--- src/design/chan_adapter_pkg.sv ---
package chan_adapter_pkg;

  // Register offsets on the driver port
  localparam logic [3:0] REG_STATUS = 4'h0;
  localparam logic [3:0] REG_HOST_CMD = 4'h1;
  localparam logic [3:0] REG_AUX = 4'h2;
  localparam logic [3:0] REG_FIFO = 4'h3;
  localparam logic [3:0] REG_CTRL_IDX = 4'h4;
  localparam logic [3:0] REG_CTRL_DATA = 4'h5;
  localparam logic [3:0] REG_AA_ADDR = 4'h6;
  localparam logic [3:0] REG_AA_DATA = 4'h7;
  localparam logic [3:0] REG_LB_STATE = 4'h8;

  // Status byte bit positions
  localparam int ST_BUSY = 0;
  localparam int ST_ONLINE = 1;
  localparam int ST_ADDR_AVAIL = 2;
  localparam int ST_OFF_PEND = 3;

  // Host command codes (host_command_one)
  localparam logic [2:0] HC_ONLINE = 3'h1;
  localparam logic [2:0] HC_OFFLINE = 3'h2;
  localparam logic [2:0] HC_INITIATE = 3'h3;

  // Control buffer byte indices
  localparam logic [3:0] CB_DEV_ADDR = 4'h0;
  localparam logic [3:0] CB_COMMAND = 4'h1;
  localparam logic [3:0] CB_INIT_STATUS = 4'h2;
  localparam logic [3:0] CB_SEQ_PARAM = 4'h3;
  localparam logic [3:0] CB_CHAN_CTRL = 4'h5;

  // Channel control word bits, sequence parameter bits and address RAM match bit
  localparam int CCW_CMD_RECV = 0;
  localparam int CCW_SEL_OUT = 5;
  localparam int CCW_PAR_ERR = 7;
  localparam int SEQ_END_DEV = 0;
  localparam int AA_MATCH = 7;

  // Channel command and status codes
  localparam logic [7:0] CMD_TEST_IO = 8'h00;
  localparam logic [7:0] CMD_NOP = 8'h03;
  localparam logic [7:0] STAT_CE_DE = 8'h0c;

  // Bytes per multiplexing slice
  localparam logic [2:0] QUOTA_FOUR = 3'h4;
  localparam logic [2:0] QUOTA_ONE = 3'h1;

  // Logical buffer states
  typedef enum logic [1:0] {
    LB_NOT_ACTIVE = 2'h0,
    LB_ACTIVE = 2'h1,
    LB_SERVICE = 2'h2,
    LB_ACTIVITY = 2'h3
  } lb_state_e;

  // Selection sequencer states
  typedef enum logic [9:0] {
    SEL_IDLE = 10'h001,
    SEL_PRM_RD = 10'h002,
    SEL_PRM_LD = 10'h004,
    SEL_WT_ADDR_DROP = 10'h008,
    SEL_ADDR_LD = 10'h010,
    SEL_WT_CMD = 10'h020,
    SEL_WT_CMD_DROP = 10'h040,
    SEL_STAT_LD = 10'h080,
    SEL_WT_STAT = 10'h100,
    SEL_FINISH = 10'h200
  } sel_state_e;

  // Driver register request
  typedef struct packed {
    logic [3:0] addr;
    logic [7:0] wdata;
    logic write;
    logic read;
  } reg_req_s;

  // Channel inbound lines and straps
  typedef struct packed {
    logic [7:0] busOut;
    logic busOutPar;
    logic addressOut;
    logic selectOut;
    logic selectIn;
    logic commandOut;
    logic serviceOut;
    logic cpuStopped;
    logic simReady;
    logic oneByteMode;
    logic priorityStrap;
    logic testMode;
  } chan_in_s;

  // Channel outbound lines
  typedef struct packed {
    logic [7:0] busIn;
    logic busInPar;
    logic operationalIn;
    logic addressIn;
    logic statusIn;
    logic selectPass;
  } chan_out_s;

  // Odd parity bit for a byte
  function automatic logic oddPar(input logic [7:0] d);
    return ~^d;
  endfunction

  // True when byte and parity bit hold odd parity
  function automatic logic parOk(input logic [7:0] d, input logic p);
    return ^{d, p};
  endfunction

endpackage

--- src/design/channel_adapter_selection.sv ---
`timescale 1ns/100ps
module channel_adapter_selection (
  // Clock and reset
  input wire logic clk,
  input wire logic sys_rst,
  // Driver register port
  input wire chan_adapter_pkg::reg_req_s regReq,
  output logic [7:0] regRdata,
  // Channel lines and straps
  input wire chan_adapter_pkg::chan_in_s chanIn,
  output chan_adapter_pkg::chan_out_s chanOut,
  // Front panel
  output logic onlineLamp
);

  // Whole state of the block
  typedef struct packed {
    chan_adapter_pkg::chan_in_s s1;         // First synchroniser stage
    chan_adapter_pkg::chan_in_s s2;         // Second synchroniser stage
    chan_adapter_pkg::sel_state_e st;       // Selection sequencer state
    logic [3:0] lbi;                        // Matched logical_buffer_index
    logic [7:0] cmd;                        // Captured channel command
    logic cmdParErr;                        // Command arrived with bad parity
    logic [3:0] aux;                        // Buffer chosen by the driver
    logic [3:0] ctrlIdx;                    // Control byte chosen by the driver
    logic [7:0] aaAddr;                     // Address RAM write pointer
    logic busy;                             // Host command being taken
    logic online;                           // Online and configured
    logic onPend;                           // Online request waiting
    logic offPend;                          // Offline request waiting
    logic initReq;                          // Initiate sequence waiting
    chan_adapter_pkg::lb_state_e [15:0] lbState; // Per-buffer state
    logic [15:0] stacked;                   // Initial status stacked
    logic [15:0] seqPend;                   // Sequence waiting for service
    logic [15:0] endDev;                    // Sequence ends with device end
    logic [3:0] grant;                      // Buffer last served
    logic granted;                          // A slice is running
    logic [2:0] slot;                       // Bytes left in the slice
    logic [4:0] wrPtr;                      // Activity FIFO write pointer
    logic [4:0] rdPtr;                      // Activity FIFO read pointer
    logic [7:0] rdata;                      // Register read data
    chan_adapter_pkg::chan_out_s out;       // Channel outbound lines
    logic lamp;                             // Online indicator
  } state_s;

  state_s q;
  state_s n;

  // Memory ports
  logic ctrlWe;
  logic [7:0] ctrlWaddr;
  logic [7:0] ctrlWdata;
  logic [7:0] ctrlRaddr;
  logic [7:0] ctrlRdata;
  logic aaWe;
  logic [7:0] aaRdata;
  logic fifoWe;
  logic [3:0] fifoRdata;

  // Decode helpers
  logic selArr;
  logic match;
  logic fifoEmpty;
  logic fifoFull;
  logic notify;

  // Next buffer with a pending sequence after the last one served
  function automatic logic [3:0] nextPend(input logic [15:0] pend, input logic [3:0] last);
    logic [3:0] idx;
    logic [3:0] pick;
    logic found;
    pick = last;
    found = 1'b0;
    for (int i = 1; i <= 16; i++) begin
      idx = last + i[3:0];
      if (!found && pend[idx]) begin
        pick = idx;
        found = 1'b1;
      end
    end
    return pick;
  endfunction

  // True while any buffer is awaiting service or busy
  function automatic logic anyLive(input chan_adapter_pkg::lb_state_e [15:0] s);
    logic live;
    live = 1'b0;
    for (int i = 0; i < 16; i++) begin
      if (s[i] == chan_adapter_pkg::LB_SERVICE || s[i] == chan_adapter_pkg::LB_ACTIVITY) begin
        live = 1'b1;
      end
    end
    return live;
  endfunction

  // Control buffers: sixteen buffers of sixteen bytes
  buffer_ram #(.W(8), .A(8)) ctrlRam (
    .clk(clk),
    .we(ctrlWe),
    .waddr(ctrlWaddr),
    .wdata(ctrlWdata),
    .raddr(ctrlRaddr),
    .rdata(ctrlRdata)
  );

  // Active address RAM indexed by the channel address
  buffer_ram #(.W(8), .A(8)) aaRam (
    .clk(clk),
    .we(aaWe),
    .waddr(q.aaAddr),
    .wdata(regReq.wdata),
    .raddr(q.s2.busOut),
    .rdata(aaRdata)
  );

  // Activity FIFO of buffer indices
  buffer_ram #(.W(4), .A(4)) fifoRam (
    .clk(clk),
    .we(fifoWe),
    .waddr(q.wrPtr[3:0]),
    .wdata(q.lbi),
    .raddr(q.rdPtr[3:0]),
    .rdata(fifoRdata)
  );

  // Next-state logic
  always_comb begin
    n = q;
    ctrlWe = 1'b0;
    ctrlWaddr = {q.aux, q.ctrlIdx};
    ctrlWdata = regReq.wdata;
    ctrlRaddr = {q.aux, q.ctrlIdx};
    aaWe = 1'b0;
    fifoWe = 1'b0;
    n.rdata = 8'h00;

    // Two-stage synchroniser on every inbound line
    n.s1 = chanIn;
    n.s2 = q.s1;

    // Incoming select follows the priority strap
    selArr = q.s2.priorityStrap ? q.s2.selectIn : q.s2.selectOut;
    // Match needs the RAM flag and good parity
    match = q.online && q.s2.addressOut && aaRdata[chan_adapter_pkg::AA_MATCH]
      && chan_adapter_pkg::parOk(q.s2.busOut, q.s2.busOutPar);
    fifoEmpty = (q.wrPtr == q.rdPtr);
    fifoFull = (q.wrPtr[4] != q.rdPtr[4]) && (q.wrPtr[3:0] == q.rdPtr[3:0]);
    notify = 1'b0;

    // Busy drops once no online or initiate command is outstanding, a waiting offline does not hold it
    if (q.busy && !q.onPend && !q.initReq) begin
      n.busy = 1'b0;
    end

    // Register writes
    if (regReq.write) begin
      case (regReq.addr)
        chan_adapter_pkg::REG_HOST_CMD: begin
          n.busy = 1'b1;
          case (regReq.wdata[2:0])
            chan_adapter_pkg::HC_ONLINE: begin
              n.onPend = 1'b1;
            end
            chan_adapter_pkg::HC_OFFLINE: begin
              n.offPend = 1'b1;
            end
            chan_adapter_pkg::HC_INITIATE: begin
              n.initReq = 1'b1;
            end
            default: begin
              n.busy = 1'b1;
            end
          endcase
        end
        chan_adapter_pkg::REG_AUX: begin
          n.aux = regReq.wdata[3:0];
        end
        chan_adapter_pkg::REG_CTRL_IDX: begin
          n.ctrlIdx = regReq.wdata[3:0];
        end
        chan_adapter_pkg::REG_CTRL_DATA: begin
          ctrlWe = 1'b1;
        end
        chan_adapter_pkg::REG_AA_ADDR: begin
          n.aaAddr = regReq.wdata;
        end
        chan_adapter_pkg::REG_AA_DATA: begin
          // Address RAM only changes while offline
          if (!q.online) begin
            aaWe = 1'b1;
            if (regReq.wdata[chan_adapter_pkg::AA_MATCH]) begin
              n.lbState[regReq.wdata[3:0]] = chan_adapter_pkg::LB_ACTIVE;
            end
          end
        end
        default: begin
          n.aux = q.aux;
        end
      endcase
    end

    // Register reads, data stand one cycle later
    if (regReq.read) begin
      case (regReq.addr)
        chan_adapter_pkg::REG_STATUS: begin
          n.rdata[chan_adapter_pkg::ST_BUSY] = q.busy;
          n.rdata[chan_adapter_pkg::ST_ONLINE] = q.online;
          n.rdata[chan_adapter_pkg::ST_ADDR_AVAIL] = !fifoEmpty;
          n.rdata[chan_adapter_pkg::ST_OFF_PEND] = q.offPend;
        end
        chan_adapter_pkg::REG_AUX: begin
          n.rdata = {4'h0, q.aux};
        end
        chan_adapter_pkg::REG_FIFO: begin
          // Reading pops the head, bit 7 marks a valid entry
          if (!fifoEmpty) begin
            n.rdata = {1'b1, 3'h0, fifoRdata};
            n.rdPtr = q.rdPtr + 5'h01;
          end
        end
        chan_adapter_pkg::REG_CTRL_IDX: begin
          n.rdata = {4'h0, q.ctrlIdx};
        end
        chan_adapter_pkg::REG_CTRL_DATA: begin
          n.rdata = ctrlRdata;
        end
        chan_adapter_pkg::REG_AA_ADDR: begin
          n.rdata = q.aaAddr;
        end
        chan_adapter_pkg::REG_LB_STATE: begin
          n.rdata = {6'h00, q.lbState[q.aux]};
        end
        default: begin
          n.rdata = 8'h00;
        end
      endcase
    end

    // Online waits for stop/wait state, or the simulator in test mode
    if (q.onPend && (q.s2.testMode ? q.s2.simReady : q.s2.cpuStopped)) begin
      n.online = 1'b1;
      n.onPend = 1'b0;
    end

    // Offline deferred until every buffer is idle
    if (q.offPend && !anyLive(q.lbState) && q.st == chan_adapter_pkg::SEL_IDLE) begin
      n.online = 1'b0;
      n.offPend = 1'b0;
    end
    n.lamp = n.online;

    // Round-robin slices among buffers with running sequences
    if (q.granted) begin
      if (q.slot <= 3'h1) begin
        // Slice over: device end frees the buffer, else back to service
        n.granted = 1'b0;
        n.seqPend[q.grant] = 1'b0;
        n.lbState[q.grant] = q.endDev[q.grant] ? chan_adapter_pkg::LB_ACTIVE
          : chan_adapter_pkg::LB_SERVICE;
      end else begin
        n.slot = q.slot - 3'h1;
      end
    end else if (|q.seqPend) begin
      n.grant = nextPend(q.seqPend, q.grant);
      n.granted = 1'b1;
      n.slot = q.s2.oneByteMode ? chan_adapter_pkg::QUOTA_ONE : chan_adapter_pkg::QUOTA_FOUR;
    end

    // Selection sequencer
    case (q.st)
      chan_adapter_pkg::SEL_IDLE: begin
        // Pass the select unless one of our addresses matched
        n.out.selectPass = selArr && !match;
        if (match && selArr) begin
          n.lbi = aaRdata[3:0];
          n.out.selectPass = 1'b0;
          n.out.operationalIn = 1'b1;
          n.st = chan_adapter_pkg::SEL_WT_ADDR_DROP;
        end else if (q.initReq) begin
          ctrlRaddr = {q.aux, chan_adapter_pkg::CB_SEQ_PARAM};
          n.st = chan_adapter_pkg::SEL_PRM_LD;
        end
      end
      chan_adapter_pkg::SEL_PRM_RD: begin
        ctrlRaddr = {q.aux, chan_adapter_pkg::CB_SEQ_PARAM};
        n.st = chan_adapter_pkg::SEL_PRM_LD;
      end
      chan_adapter_pkg::SEL_PRM_LD: begin
        // Only a buffer awaiting service can start a sequence
        if (q.lbState[q.aux] == chan_adapter_pkg::LB_SERVICE) begin
          n.lbState[q.aux] = chan_adapter_pkg::LB_ACTIVITY;
          n.seqPend[q.aux] = 1'b1;
          n.endDev[q.aux] = ctrlRdata[chan_adapter_pkg::SEQ_END_DEV];
        end
        n.initReq = 1'b0;
        n.st = chan_adapter_pkg::SEL_IDLE;
      end
      chan_adapter_pkg::SEL_WT_ADDR_DROP: begin
        if (!q.s2.addressOut) begin
          ctrlRaddr = {q.lbi, chan_adapter_pkg::CB_DEV_ADDR};
          n.st = chan_adapter_pkg::SEL_ADDR_LD;
        end
      end
      chan_adapter_pkg::SEL_ADDR_LD: begin
        n.out.busIn = ctrlRdata;
        n.out.addressIn = 1'b1;
        n.st = chan_adapter_pkg::SEL_WT_CMD;
      end
      chan_adapter_pkg::SEL_WT_CMD: begin
        // Command captured here; test I/O and no-op are not written to the command byte
        if (q.s2.commandOut && !ctrlWe) begin
          n.cmd = q.s2.busOut;
          n.cmdParErr = !chan_adapter_pkg::parOk(q.s2.busOut, q.s2.busOutPar);
          if (q.s2.busOut != chan_adapter_pkg::CMD_TEST_IO && q.s2.busOut != chan_adapter_pkg::CMD_NOP) begin
            ctrlWe = 1'b1;
            ctrlWaddr = {q.lbi, chan_adapter_pkg::CB_COMMAND};
            ctrlWdata = q.s2.busOut;
          end
          n.out.addressIn = 1'b0;
          n.st = chan_adapter_pkg::SEL_WT_CMD_DROP;
        end
      end
      chan_adapter_pkg::SEL_WT_CMD_DROP: begin
        if (!q.s2.commandOut) begin
          if (q.cmd == chan_adapter_pkg::CMD_NOP) begin
            n.out.busIn = chan_adapter_pkg::STAT_CE_DE;
            n.out.statusIn = 1'b1;
            n.st = chan_adapter_pkg::SEL_WT_STAT;
          end else begin
            ctrlRaddr = {q.lbi, chan_adapter_pkg::CB_INIT_STATUS};
            n.st = chan_adapter_pkg::SEL_STAT_LD;
          end
        end
      end
      chan_adapter_pkg::SEL_STAT_LD: begin
        n.out.busIn = ctrlRdata;
        n.out.statusIn = 1'b1;
        n.st = chan_adapter_pkg::SEL_WT_STAT;
      end
      chan_adapter_pkg::SEL_WT_STAT: begin
        notify = (q.cmd != chan_adapter_pkg::CMD_TEST_IO && q.cmd != chan_adapter_pkg::CMD_NOP)
          || (q.cmd == chan_adapter_pkg::CMD_TEST_IO && q.stacked[q.lbi]);
        if (q.s2.serviceOut && !ctrlWe) begin
          // Status accepted
          n.out.statusIn = 1'b0;
          n.stacked[q.lbi] = 1'b0;
          if (notify) begin
            ctrlWe = 1'b1;
            ctrlWaddr = {q.lbi, chan_adapter_pkg::CB_CHAN_CTRL};
            ctrlWdata = 8'h00;
            ctrlWdata[chan_adapter_pkg::CCW_CMD_RECV] = 1'b1;
            ctrlWdata[chan_adapter_pkg::CCW_SEL_OUT] = q.s2.selectOut;
            ctrlWdata[chan_adapter_pkg::CCW_PAR_ERR] = q.cmdParErr;
            n.lbState[q.lbi] = chan_adapter_pkg::LB_SERVICE;
            if (!fifoFull) begin
              fifoWe = 1'b1;
              n.wrPtr = q.wrPtr + 5'h01;
            end
          end
          n.st = chan_adapter_pkg::SEL_FINISH;
        end else if (q.s2.commandOut) begin
          // Status stacked, driver hears nothing yet
          n.out.statusIn = 1'b0;
          n.stacked[q.lbi] = (q.cmd != chan_adapter_pkg::CMD_TEST_IO) || q.stacked[q.lbi];
          n.st = chan_adapter_pkg::SEL_FINISH;
        end
      end
      chan_adapter_pkg::SEL_FINISH: begin
        // Operational in holds while the channel keeps select up
        if (!q.s2.selectOut) begin
          n.out.operationalIn = 1'b0;
          n.st = chan_adapter_pkg::SEL_IDLE;
        end
      end
      default: begin
        n.st = chan_adapter_pkg::SEL_IDLE;
      end
    endcase

    // Parity always follows the inbound bus byte
    n.out.busInPar = chan_adapter_pkg::oddPar(n.out.busIn);
  end

  // State register, all outputs change on the clock edge
  always_ff @(posedge clk) begin
    if (sys_rst) begin
      q <= '0;
      q.st <= chan_adapter_pkg::SEL_IDLE;
      q.out.busInPar <= 1'b1;
    end else begin
      q <= n;
    end
  end

  // Outputs straight from the state register
  assign regRdata = q.rdata;
  assign chanOut = q.out;
  assign onlineLamp = q.lamp;

endmodule

--- src/design/buffer_ram.sv ---
`timescale 1ns/100ps
// Simple dual-port memory with registered read data
module buffer_ram #(
  parameter int W = 8,
  parameter int A = 8
) (
  // Clock
  input wire logic clk,
  // Write side
  input wire logic we,
  input wire logic [A-1:0] waddr,
  input wire logic [W-1:0] wdata,
  // Read side
  input wire logic [A-1:0] raddr,
  output logic [W-1:0] rdata
);

  // Storage, not cleared by reset
  logic [W-1:0] mem [2**A];

  // Write, then read out through a register
  always_ff @(posedge clk) begin
    if (we) begin
      mem[waddr] <= wdata;
    end
    rdata <= mem[raddr];
  end

endmodule

--- config.mk ---
export PLATFORM = sky130hd
export DESIGN_NAME = channel_adapter_selection
export DESIGN_NICKNAME = d
export VERILOG_FILES = /design/src/design/chan_adapter_pkg.sv /design/src/design/channel_adapter_selection.sv /design/src/design/buffer_ram.sv
export SDC_FILE = /design/constraint.sdc
export NUM_CORES = 2
export LEC_CHECK = 0
export CELL_PAD_IN_SITES_DETAIL_PLACEMENT = 1
export CELL_PAD_IN_SITES_GLOBAL_PLACEMENT = 1
export CORE_UTILIZATION = 57
export CTS_CLUSTER_DIAMETER = 40
export DETAILED_ROUTE_END_ITERATION = 6
export DONT_BUFFER_PORTS = 1
export GPL_TIMING_DRIVEN = 0
export PLACE_DENSITY_LB_ADDON = 0.15
export SKIP_LAST_GASP = 1
export SLEW_MARGIN = 25
export SYNTH_ARGS = -nofsm -noshare
export SYNTH_HDL_FRONTEND = slang
export SYNTH_HIERARCHICAL = 1
export SYNTH_MEMORY_MAX_BITS = 65536
export SYNTH_SLANG_ARGS = --single-unit
--- constraint.sdc ---
create_clock -name clk -period 15.9 [get_ports clk]
set_clock_uncertainty 0.2 [all_clocks]
set_input_delay 3.18 -clock clk [delete_from_list [all_inputs] [get_ports clk]]
set_output_delay 3.18 -clock clk [all_outputs]
set_load 0.01 [all_outputs]
==> results.md <==
- Final slew viol count: 0
- NumNets Final: 8328
- Area grow syn2layout: 15.7%
- Most frequent cells in the layout: 3392 x edfxtp_1, 784 x mux4_2, 683 x nor2_1
- Effective utilization at floorplan: 57.4%
- Hpwl dp: 331000 µm
- Outcome: complete, but fails checks
- Reg2Reg Setup Slack: 7170 ps
- Num CTS Buffers: 487
- Clk Latency, worst-skew pair: 1060 ps
- Vias in the first global route: 87600
- TritonCTS Sinks: 3609
- Tightest Pin Transition: 1230 ps
- Cells after synthesis: 7713
- Register area: 0.106 mm²
- Data arrival, critical path: 9220 ps
- Final min period: 8830 ps
- Violated checks: DRC
- I/O pin cnt: 57
- F_max: 0.113 GHz
- Critical path's largest stage delay: 980 ps
- Worst reg2reg path startpoint: q[175]
- Crit path launch type: input pin
- Most common cell after layout, fill and taps aside: edfxtp_1
- Clock slew at reported path FFs: 60 ps
- Total power: 22.1 mW
- HP Class: flip-flop to flip-flop
- Via/cell ratio: 7.13
- Slew headroom: 16.9%
- Resize count post-CTS: 0
- CP Capture Type: flip-flop
- Reg-to-reg endpoint: ctrlRam/rdata[6]
- Initial DRC count: 13000
- Most frequent cell on the critical path: clkbuf_1
- Yosys warning total: 6
- Initial antenna violation count: 19
- CTS tree: done
- Worst Setup EP: ctrlRam/mem[139][0]
- First-pass GRT wire length: 683000 µm
- CTS root buffer: clkbuf_16
- GRT Total Usage: 38.7%
- Fill count: 20400
- MaxCap Viol Count: 0
- Final critical-path share of the clock period: 55.5%
- Setup TNS: 0 ps
- Fraction of layout cells with a size suffix above 1: 23.9%
- Maximum vdd ir drop: 0.145 mV
- Largest net degree at the start of global routing: 261
- First-pass iteration count of the detailed router: 7
- Footprint of the multi-input gates: 0.0349 mm²
- Die Area: 0.255 mm²
- Setup bufs post-CTS: 0
- Crit Path Max Fanout: 10
- Vias: 85900
- FP Rows: 184
- H-Tree Level Count: 5
- Req. time, crit path: 16300 ps
- Total gr overflow: 0
- DP Area: 0.150 mm²
- Drc violations: 36
- Worst Min Path Start: n[172]
- Post-synthesis net count: 7766
- # port buffers: 0
- Routed len/inst: 41.1 µm
- Routability Congestion: 0.983
- Leak pwr: 51.6 nW
- Core area: 0.252 mm²
- Mean post-synth cell area: 18.7 µm²
- Worst slack, placed: 6530 ps
- RSZ-0062 raised after global routing: false
- Post-Layout Cell Count: 12000
- Finished Core Util: 66.4%
- R2R depth: 15
- Worst path cell trace: clkbuf_1, nor2b_1, clkbuf_1, nand3_1, and3_1, clkbuf_1, a21oi_2, buf_2, and2_1, clkbuf_1, nor2b_1, clkbuf_1, nand4_1, clkbuf_2, nor2_1
- Clock Tree Buf Depth: 4
- PD cells: 132 mW/mm²
- Die Y: 505 µm
- Dpl cells: 11100
- Synthesized area: 0.144 mm²
- Crit. Startpoint: regReq[11]
- Hold WS: 245 ps
- Cts-stage hold buffer count: 0
- Final WS setup: 7070 ps
- Finished Cell Area: 0.167 mm²
- Critical path class: input pin to flip-flop
- Final Setup Violations: 0
- Crit path max-delay cell type: nor2_1
- Final wirelength: 495000 µm
- ANT nets after route: 0
- Die width: 505 µm
- Fin. Hold Viols: 0
==> how the worst min path moves through the flow <==
stage                   to  cells after the start
floorplan           q[164]                      1
global placement    q[175]                      1
detailed placement  q[172]                      1
CTS                 q[172]                      1
global route        q[174]                      1
finish              q[172]                      1
==> report_power, final <==
part | total, mW | leakage (nW) | switching [mW] | internal [mW]
combinational | 0.582 | 11.4 | 0.401 | 0.181
clock | 11.1 | 8.00 | 4.44 | 6.70
sequential | 10.4 | 32.3 | 0.0122 | 10.4
==> sequential cells by signal (all words and copies together) (netlist names) <==
signal and count:
fifoRam/mem 64, n 19, chanOut 13, aaRam/mem 1280, ctrlRam/mem 2048, fifoRam/rdata 4
q 159, regRdata 8, onlineLamp 1, aaRam/rdata 5, ctrlRam/rdata 8
==> routing by layer <==
layer | share of wire, % | GRT usage (%)
met3 | 11 | 9.47
met5 | 0.016 | 0
met1 | 34 | 48.3
met4 | 8.9 | 28.8
met2 | 46 | 59.4
==> layout make-up <==
cell class | instances | area share [%]
Antenna cell | 16 | 0.0240
Buffer | 575 | 2.11
Clock buffer | 532 | 7.47
Clock inverter | 364 | 2.46
Inverter | 24 | 0.0539
Multi-Input combinational cell | 3505 | 20.9
Sequential cell | 3609 | 63.6
Tap cell | 3348 | 2.51
Timing Repair Buffer | 73 | 0.934
==> worst max-delay path: cells and delay by family <==
kind            cells  cell delay, ps
buf+inv             7            2590
compound gates      1             280
simple gates        7            3120
Power figures use the tool's default switching activity.
